$ cat config.mk
export PLATFORM = sky130hd
export DESIGN_NAME = cipu_core
export DESIGN_NICKNAME = d
export VERILOG_FILES = /design/src/cipu_pkg.sv /design/src/cipu_tick.sv /design/src/cipu_core.sv
export SDC_FILE = /design/constraint.sdc
export NUM_CORES = 1
export LEC_CHECK = 0
export BUFFER_PORTS_ARGS = -buffer_cell sky130_fd_sc_hd__buf_2
export CAP_MARGIN = 25
export CORE_AREA = 2 2 202 204
export DETAILED_ROUTE_END_ITERATION = 6
export DIE_AREA = 0 0 204 206
export PLACE_DENSITY_LB_ADDON = 0.2
export SLEW_MARGIN = 20
export SYNTH_ARGS = -nofsm -noshare
export SYNTH_HDL_FRONTEND = slang
export SYNTH_SLANG_ARGS = --single-unit
export TNS_END_PERCENT = 50
$ cat constraint.sdc
create_clock -name mclk -period 2.9 [get_ports mclk]
set_input_delay 0.58 -clock mclk [delete_from_list [all_inputs] [get_ports mclk]]
set_output_delay 0.58 -clock mclk [all_outputs]
set_load 0.05 [all_outputs]
$ cat src/cipu_pkg.sv
// Purpose: shared constants and carriers for the interrupt and protect unit
// Assumes: 16-bit words, 15-bit memory addresses, 100 MHz mclk
// Notes: vectors are octal memory locations

package cipu_pkg;

  localparam int unsigned WORD_W = 16;
  localparam int unsigned ADDR_W = 15;
  localparam int unsigned SC_W = 6;
  localparam int unsigned IO_N = 48;

  // ************************************************************
  // vector locations
  // ************************************************************
  localparam logic [ADDR_W-1:0] VEC_PARITY = 15'o00005;
  localparam logic [ADDR_W-1:0] VEC_ILLEGAL = 15'o00010;
  localparam logic [ADDR_W-1:0] VEC_PROTECT = 15'o00007;
  localparam logic [ADDR_W-1:0] VEC_PWRFAIL = 15'o00004;
  localparam logic [ADDR_W-1:0] VEC_SPECIAL = 15'o00017;
  localparam logic [ADDR_W-1:0] VEC_TBASE = 15'o00006;
  localparam logic [ADDR_W-1:0] VEC_RSV_LO = 15'o00011;
  localparam logic [ADDR_W-1:0] VEC_RSV_HI = 15'o00016;
  localparam logic [SC_W-1:0] SC_IO_LO = 6'o20;
  localparam logic [SC_W-1:0] SC_IO_HI = 6'o77;
  localparam logic [SC_W-1:0] SC_CPU = 6'o01;

  // ************************************************************
  // accumulator memory addresses
  // ************************************************************
  localparam logic [ADDR_W-1:0] ADDR_ACC_A = 15'h0000;
  localparam logic [ADDR_W-1:0] ADDR_ACC_B = 15'h0001;

  // ************************************************************
  // timing
  // ************************************************************
  localparam int unsigned CLK_MHZ = 100;
  localparam int unsigned TICK_MS = 10;
  localparam int unsigned TICK_CYCLES = TICK_MS * 1000 * CLK_MHZ;
  localparam logic [WORD_W-1:0] ZERO_WORD = 16'h0000;

  // internal source index
  typedef enum logic [2:0] {
    CIPU_SRC_PARITY = 3'h0,
    CIPU_SRC_ILLEGAL = 3'h1,
    CIPU_SRC_PROTECT = 3'h2,
    CIPU_SRC_PWRFAIL = 3'h3,
    CIPU_SRC_SPECIAL = 3'h4,
    CIPU_SRC_TBASE = 3'h5
  } cipu_src_e;

  localparam int unsigned SRC_N = 6;

  // core access to check
  typedef struct packed {
    logic valid;
    logic is_write;
    logic is_jump;
    logic is_io;
    logic [ADDR_W-1:0] addr;
    logic [SC_W-1:0] sc;
    logic [ADDR_W-1:0] pc;
  } cipu_access_s;

  // vector grant towards the core
  typedef struct packed {
    logic valid;
    logic [ADDR_W-1:0] vector;
  } cipu_grant_s;

  // memory write of the violating address
  typedef struct packed {
    logic valid;
    logic [ADDR_W-1:0] addr;
    logic [WORD_W-1:0] data;
  } cipu_memwr_s;

endpackage : cipu_pkg

$ cat src/cipu_tick.sv
// Purpose: time base generator, one pulse before each wrap
// Assumes: mclk at the package rate
// Notes: period shortened through the parameter in simulation

`timescale 1ns/1ps

module cipu_tick #(
  parameter int unsigned PERIOD = cipu_pkg::TICK_CYCLES
) (
  // clock and reset
  input wire logic mclk,
  input wire logic reset,
  // tick out
  output logic tick
);

  localparam int unsigned CW = $clog2(PERIOD);

  logic [CW-1:0] cnt_q;
  logic [CW-1:0] cnt_d;
  logic tick_q;
  logic tick_d;

  always_comb
  begin
    tick_d = (cnt_q == CW'(PERIOD - 2));
    if (cnt_q == CW'(PERIOD - 1))
    begin
      cnt_d = '0;
    end
    else
    begin
      cnt_d = cnt_q + CW'(1);
    end
  end

  always_ff @(posedge mclk)
  begin
    if (reset)
    begin
      cnt_q <= '0;
      tick_q <= 1'b0;
    end
    else
    begin
      cnt_q <= cnt_d;
      tick_q <= tick_d;
    end
  end

  assign tick = tick_q;

endmodule : cipu_tick

$ cat src/cipu_core.sv
// Purpose: interrupt ranking, vectoring and memory protect for the cpu
// Assumes: core presents one access per cycle and pulses boundaries
// Notes: grant waits for an instruction boundary with no dma in progress
//
// How it works
// - parity 05, illegal 10, protect 07 first
// - then power fail 04, special 17, tick 06
// - 11-16 reserved; i/o by select code 20-77
// - power-fail warning while running vectors to 04
// - protect blocks writes/jumps at or below fence, except accumulator addresses 0 and 1
// - protect refuses i/o except select code 01
// - violation interrupts and stores address at 07
// - tick request every 10 ms before wrap
// - unrecognised fetched opcode requests illegal interrupt
// - two 16-bit accumulators, also memory addressed
// - acknowledged source executes its vector location
// - service deferred until instruction/dma cycle ends

`timescale 1ns/1ps

module cipu_core #(
  parameter int unsigned TICK_PERIOD = cipu_pkg::TICK_CYCLES,
  parameter int unsigned IO_CNT = cipu_pkg::IO_N
) (
  // clock and reset
  input wire logic mclk,
  input wire logic reset,
  // event sources
  input wire logic parity_err,
  input wire logic illegal_op,
  input wire logic pwr_warn,
  input wire logic running,
  input wire logic special_req,
  // i/o requests, bit k has select code io_sc[k], bit 0 nearest
  input wire logic [IO_CNT-1:0] io_req,
  input wire logic [IO_CNT-1:0][cipu_pkg::SC_W-1:0] io_sc,
  // core flow
  input wire logic boundary,
  input wire logic dma_busy,
  input wire logic grant_ack,
  input wire cipu_pkg::cipu_access_s access,
  // protect control
  input wire logic fence_load,
  input wire logic [cipu_pkg::ADDR_W-1:0] fence_in,
  input wire logic protect_set,
  input wire logic protect_clr,
  // accumulators
  input wire logic acc_we,
  input wire logic acc_sel,
  input wire logic [cipu_pkg::WORD_W-1:0] acc_wdata,
  // results
  output cipu_pkg::cipu_grant_s grant,
  output cipu_pkg::cipu_memwr_s memwr,
  output logic access_block,
  output logic protect_on,
  output logic [cipu_pkg::ADDR_W-1:0] fence,
  output logic [cipu_pkg::WORD_W-1:0] acc_a,
  output logic [cipu_pkg::WORD_W-1:0] acc_b
);

  // ************************************************************
  // functions
  // ************************************************************
  function automatic logic [cipu_pkg::ADDR_W-1:0] src_vec(input int unsigned i);
    case (i)
      0: src_vec = cipu_pkg::VEC_PARITY;
      1: src_vec = cipu_pkg::VEC_ILLEGAL;
      2: src_vec = cipu_pkg::VEC_PROTECT;
      3: src_vec = cipu_pkg::VEC_PWRFAIL;
      4: src_vec = cipu_pkg::VEC_SPECIAL;
      default: src_vec = cipu_pkg::VEC_TBASE;
    endcase
  endfunction : src_vec

  function automatic logic is_acc(input logic [cipu_pkg::ADDR_W-1:0] a);
    is_acc = (a == cipu_pkg::ADDR_ACC_A) || (a == cipu_pkg::ADDR_ACC_B);
  endfunction : is_acc

  typedef enum logic [1:0] {
    CIPU_IDLE = 2'b00,
    CIPU_WAIT = 2'b01,
    CIPU_OFFER = 2'b11
  } cipu_state_e;

  // ************************************************************
  // state
  // ************************************************************
  logic tick;
  logic [cipu_pkg::SRC_N-1:0] pend_q;
  logic [cipu_pkg::SRC_N-1:0] pend_d;
  logic pwr_q;
  logic pwr_d;
  cipu_state_e st_q;
  cipu_state_e st_d;
  cipu_pkg::cipu_grant_s grant_q;
  cipu_pkg::cipu_grant_s grant_d;
  int unsigned win_q;
  int unsigned win_d;
  logic win_int_q;
  logic win_int_d;
  cipu_pkg::cipu_memwr_s memwr_q;
  cipu_pkg::cipu_memwr_s memwr_d;
  logic prot_q;
  logic prot_d;
  logic [cipu_pkg::ADDR_W-1:0] fence_q;
  logic [cipu_pkg::ADDR_W-1:0] fence_d;
  logic [cipu_pkg::WORD_W-1:0] acc_a_q;
  logic [cipu_pkg::WORD_W-1:0] acc_a_d;
  logic [cipu_pkg::WORD_W-1:0] acc_b_q;
  logic [cipu_pkg::WORD_W-1:0] acc_b_d;
  logic violate;
  logic io_ok;

  cipu_tick #(
    .PERIOD(TICK_PERIOD)
  ) u_tick (
    .mclk(mclk),
    .reset(reset),
    .tick(tick)
  );

  // ************************************************************
  // protect check
  // ************************************************************
  always_comb
  begin
    violate = 1'b0;
    if (access.valid && prot_q)
    begin
      if ((access.is_write || access.is_jump) && (access.addr <= fence_q) && !is_acc(access.addr))
      begin
        violate = 1'b1;
      end
      if (access.is_io && (access.sc != cipu_pkg::SC_CPU))
      begin
        violate = 1'b1;
      end
    end
  end

  assign access_block = violate;

  // ************************************************************
  // pending, protect, accumulators
  // ************************************************************
  always_comb
  begin
    pwr_d = pwr_warn;
    pend_d = pend_q;
    // set wins over clear: clear first, then set
    if (st_q == CIPU_OFFER && grant_ack && win_int_q)
    begin
      pend_d[win_q] = 1'b0;
    end
    if (parity_err)
    begin
      pend_d[cipu_pkg::CIPU_SRC_PARITY] = 1'b1;
    end
    if (illegal_op)
    begin
      pend_d[cipu_pkg::CIPU_SRC_ILLEGAL] = 1'b1;
    end
    if (violate)
    begin
      pend_d[cipu_pkg::CIPU_SRC_PROTECT] = 1'b1;
    end
    if (pwr_warn && !pwr_q && running)
    begin
      pend_d[cipu_pkg::CIPU_SRC_PWRFAIL] = 1'b1;
    end
    if (special_req)
    begin
      pend_d[cipu_pkg::CIPU_SRC_SPECIAL] = 1'b1;
    end
    if (tick)
    begin
      pend_d[cipu_pkg::CIPU_SRC_TBASE] = 1'b1;
    end
    memwr_d.valid = violate;
    memwr_d.addr = cipu_pkg::VEC_PROTECT;
    memwr_d.data = {1'b0, access.pc};
    prot_d = prot_q;
    if (protect_clr)
    begin
      prot_d = 1'b0;
    end
    if (protect_set)
    begin
      prot_d = 1'b1;
    end
    fence_d = fence_load ? fence_in : fence_q;
    acc_a_d = (acc_we && !acc_sel) ? acc_wdata : acc_a_q;
    acc_b_d = (acc_we && acc_sel) ? acc_wdata : acc_b_q;
  end

  // ************************************************************
  // arbitration
  // ************************************************************
  always_comb
  begin
    st_d = st_q;
    grant_d = grant_q;
    win_d = win_q;
    win_int_d = win_int_q;
    case (st_q)
      CIPU_IDLE:
      begin
        if ((|pend_q) || (|io_req))
        begin
          st_d = CIPU_WAIT;
        end
      end
      CIPU_WAIT:
      begin
        if (boundary && !dma_busy)
        begin
          grant_d.valid = 1'b0;
          for (int i = cipu_pkg::SRC_N - 1; i >= 0; i--)
          begin
            if (pend_q[i])
            begin
              grant_d.valid = 1'b1;
              grant_d.vector = src_vec(i);
              win_d = i;
              win_int_d = 1'b1;
            end
          end
          if (!(|pend_q))
          begin
            for (int k = IO_CNT - 1; k >= 0; k--)
            begin
              if (io_req[k] && io_sc[k] >= cipu_pkg::SC_IO_LO)
              begin
                grant_d.valid = 1'b1;
                grant_d.vector = {{(cipu_pkg::ADDR_W - cipu_pkg::SC_W){1'b0}}, io_sc[k]};
                win_d = k;
                win_int_d = 1'b0;
              end
            end
          end
          st_d = grant_d.valid ? CIPU_OFFER : CIPU_IDLE;
        end
      end
      CIPU_OFFER:
      begin
        if (grant_ack)
        begin
          grant_d.valid = 1'b0;
          st_d = CIPU_IDLE;
        end
      end
      default:
      begin
        st_d = CIPU_IDLE;
        grant_d.valid = 1'b0;
      end
    endcase
  end

  always_ff @(posedge mclk)
  begin
    if (reset)
    begin
      pend_q <= '0;
      pwr_q <= 1'b0;
      st_q <= CIPU_IDLE;
      grant_q <= '0;
      win_q <= 0;
      win_int_q <= 1'b0;
      memwr_q <= '0;
      prot_q <= 1'b0;
      fence_q <= '0;
      acc_a_q <= cipu_pkg::ZERO_WORD;
      acc_b_q <= cipu_pkg::ZERO_WORD;
    end
    else
    begin
      pend_q <= pend_d;
      pwr_q <= pwr_d;
      st_q <= st_d;
      grant_q <= grant_d;
      win_q <= win_d;
      win_int_q <= win_int_d;
      memwr_q <= memwr_d;
      prot_q <= prot_d;
      fence_q <= fence_d;
      acc_a_q <= acc_a_d;
      acc_b_q <= acc_b_d;
    end
  end

  assign grant = grant_q;
  assign memwr = memwr_q;
  assign protect_on = prot_q;
  assign fence = fence_q;
  assign acc_a = acc_a_q;
  assign acc_b = acc_b_q;

endmodule : cipu_core

==> impl_metrics.csv <==
group,metric,value,unit
die,ios,519,
setup_path,crit_fanout,4,
setup_path,rr_endpoint,"grant[4]$_SDFFE_PP0P_",
synthesis,synth_top_area_share,29.2,%
setup_path,regToRegStartpoint,"pend_q[5]$_SDFFE_PP0P_",
synthesis,synth_most_common_cell,"nand2_1",
power,vdd_drop_max,0.401,mV
synthesis,synth_top_area_cell,"dfxtp_1",
setup_path,crit_path_end_kind,"register",
die,initial_utilization,24.6,%
synthesis,avgSynthCellArea,7.35,um2
route,drtPass1Iterations,5,
hold_path,whs_path_depth,3,
sta,clock_skew,0.0128,ns
global_route,grt_max_degree,74,
die,dieArea,42000,um2
setup_path,crit_arrival,3.12,ns
hold_path,hold_end,"pend_q[4]$_SDFFE_PP0P_",
synthesis,synthDistinctLibCells,88,
global_route,grt_pass1_wl,77.0,mm
cts,clock_latency,0.42,ns
sta,grt_setup_unrepaired,"yes",
cts,cts_root_buf,"clkbuf_16",
layout,n_fill_cell,4417,
synthesis,syn_area,9880,um2
route,drc,0,
synthesis,ys_seq_elements,144,
global_route,first_global_vias,12900,
power,p_per_area,437,nW/um2
hold_path,worst_hold_path_type,"input port to register",
layout,multi_input_area,6630,um2
cts,numCtsBuffers,17,
route,num_vias,13100,
setup_path,critPathRequiredTime,3.23,ns
placement,dpl_cell_area,13700,um2
synthesis,async_flop_share,0,%
cts,clk_pin_slew_worst_paths,0.07,ns
layout,fin_cells,2494,
layout,drive_gt1_share,35.7,%
hold_path,hold_start,"special_req",
global_route,antenna_found_initial,15,
placement,port_buffers,505,
layout,area.growth.synth_to_final,45.6,%
die,core-area,40200,um2
synthesis,synth_edf_count,0,
synthesis,syn_inst,1344,
die,die_y,206,um
layout,nNetsFinal,2376,
synthesis,ys_seq_area_share,29.2,%
placement,routabilityCongestion,0.932,
power,total_leakage_power,6.40,nW
route,wl,52.6,mm
sta,max_freq,0.359,GHz
die,die_w,204,um
route,viasPerCell,5.27,
layout,area.sequential,2890,um2
run,cap_violations,0,
setup_path,r2r_cells,8,
synthesis,synth_ff_type,"dfxtp_1",
route,drt_iter0_drc,996,
sta,fin_crit_sh,96.2,%
die,rows,74,
layout,fin_area,14400,um2
run_status,status,"completed",
route,routedWlPerCell,21.1,um
cts,cts_sinks,144,
sta,timing_max_transition_violations_final,0,
sta,setup_viol,0,
synthesis,ys_warn_count,0,
global_route,grt.overflow.total,0,
sta,tightestPinTransition,0.788,ns
global_route,grt_usage,24.2,%
cts,cts_tree,"yes",
cts,clock_path_buffers,2,
sta,worst_slew_margin_rel,47.4,%
power,power,6.29,mW
cts,htreeDepth,4,
synthesis,ys_top_cells_by_area,"dfxtp_1 29%, nand2_1 6.8%, a21oi_1 5.9%, nor2_1 5.1%, o21ai_0 4.9%",
placement,dpl.hpwl,44.9,mm
setup_path,critical_path_class,"register to register",
synthesis,netlist_top_cells_count,"178 x nand2_1, 144 x dfxtp_1, 134 x nor2_1",
route,route.antenna.remaining_nets,0,
setup_path,critPathLaunchType,"register",
sta,hold_violations,0,
sta,min_period,2.79,ns
layout,utilization,35.8,%
setup_path,regToRegSetupSlack,0.11,ns
placement,place_inst,2448,
## per-stage QoR
stage | TNS [ns] | setup WS, ns | hold slack (ns)
6_report | 0 | 0.111 | 0.368
5_1_grt | -0.0466 | -0.0466 | 0.358
4_1_cts | 0 | 0.00686 | 0.351
3_5_place_dp | -0.108 | -0.106 | 0.445
3_3_place_gp | -0.113 | -0.113 | 0.436
2_1_floorplan | 0 | 0.129 | 0.413
## layout make-up
cell class | count | area share (%)
flip-flops and latches | 144 | 20.1
clock inverters | 15 | 1.44
well taps | 532 | 4.63
diodes | 12 | 0.209
repair buffers | 623 | 23.9
inverters | 31 | 0.809
multi-input cells | 1120 | 46.1
clock buffers | 17 | 2.96
## cells by family (layout without fill, tap and decap cells)
family / after synthesis / after routing / share of synthesized area [%]
AOI/OAI and AO/OA: 484 / 484 / 33.0
adders and majority gates: 17 / 17 / 2.15
DFF: 144 / 144 / 29.2
xor gates and xnor gates: 18 / 18 / 1.60
and+or+nand+nor: 573 / 573 / 28.0
muxes: 15 / 15 / 1.52
other: 1 / 25 / 0.0379
buffers and inverters: 92 / 686 / 4.56
## cells in the final DEF, fill, tap and decap left out, types with 7 or more instances in the layout
master     Yosys  routed
o21ai_4        8       8
nand4_1       32      32
a221oi_1      24      24
a21oi_1      117     114
ha_1          17      17
xnor2_1        8       8
o21ai_1       30      30
o2111ai_1     13      12
a31oi_1       14      14
diode_2        0      12
nor3_1        30      29
conb_1         1      13
o211ai_1      20      20
o31ai_1        8       8
nor2_1       134     133
a21o_1         7       7
buf_4         16     117
nand2_1      178     178
nor4_1        32      32
o21a_1        45      45
o22ai_1       10      10
mux2i_1       15      15
nand3b_1       8       8
xor2_1        10      10
nor2b_1       22      22
buf_2          4     504
dfxtp_1      144     142
a211oi_1      10      10
o21ai_0       97      96
nand3_1       59      59
and3_1        38      38
clkbuf_16      0      17
inv_1         29      29
o21ai_2        6       7
o221ai_1       7       7
## how the worst max path moves through the flow
stage	from	end	slack, ns	cells after the start
after floorplan	fence[12]$_SDFFE_PP0P_	access_block	0.13	9
after CTS	fence[12]$_SDFFE_PP0P_	access_block	0.007	10
after global placement	io_sc[275]	grant[2]$_SDFFE_PP0P_	-0.11	9
final	pend_q[5]$_SDFFE_PP0P_	grant[4]$_SDFFE_PP0P_	0.11	8
after detailed placement	io_sc[275]	grant[2]$_SDFFE_PP0P_	-0.11	9
after global routing	fence[1]$_SDFFE_PP0P_	access_block	-0.05	11
## critical path, stage by stage, from the launching register on
cell and delay, ns:
dfxtp_1 0.32, nor4_2 0.43, and2_0 0.44, a31oi_1 0.15, nor3_1 0.20, o31ai_1 0.10, o21ai_0 0.49, a31oi_1 0.26
o31ai_1 0.31
## state kept, by name, summed over array words and instances, names as in the netlist
register      flops
acc_a            16
acc_b            16
fence            15
grant            16
memwr            17
pend_q            6
protect_on        1
pwr_q             1
st_q              2
u_tick.cnt_q     20
u_tick.tick       1
win_int_q         1
win_q            32
## per-layer routing
layer  vias up  global-route usage [%]  share of wire [%]
met5         -                       0              0.078
met2       650                    39.7                 46
li1       6258                       -                  -
met1      6123                    30.6                 42
met4         6                    10.1                3.5
met3        98                    5.11                8.1
## report_power, final
group	total, mW	internal (mW)	switching (mW)
registers	2.09	2.04	0.0437
clock network	2.35	1.45	0.904
logic	1.85	0.688	1.16
total	6.29	4.18	2.11
## repair_timing
| item | in CTS | in global routing |
|---|---|---|
| pin swaps | 0 | 4 |
| gates resized for setup | 2 | 10 |
| setup endpoints to repair | 1 | 2 |
| hold buffers | 0 | 0 |
| gates cloned | 0 | 0 |
| buffers inserted | 0 | 2 |
Note: power is estimated with default switching activity, not from simulation.
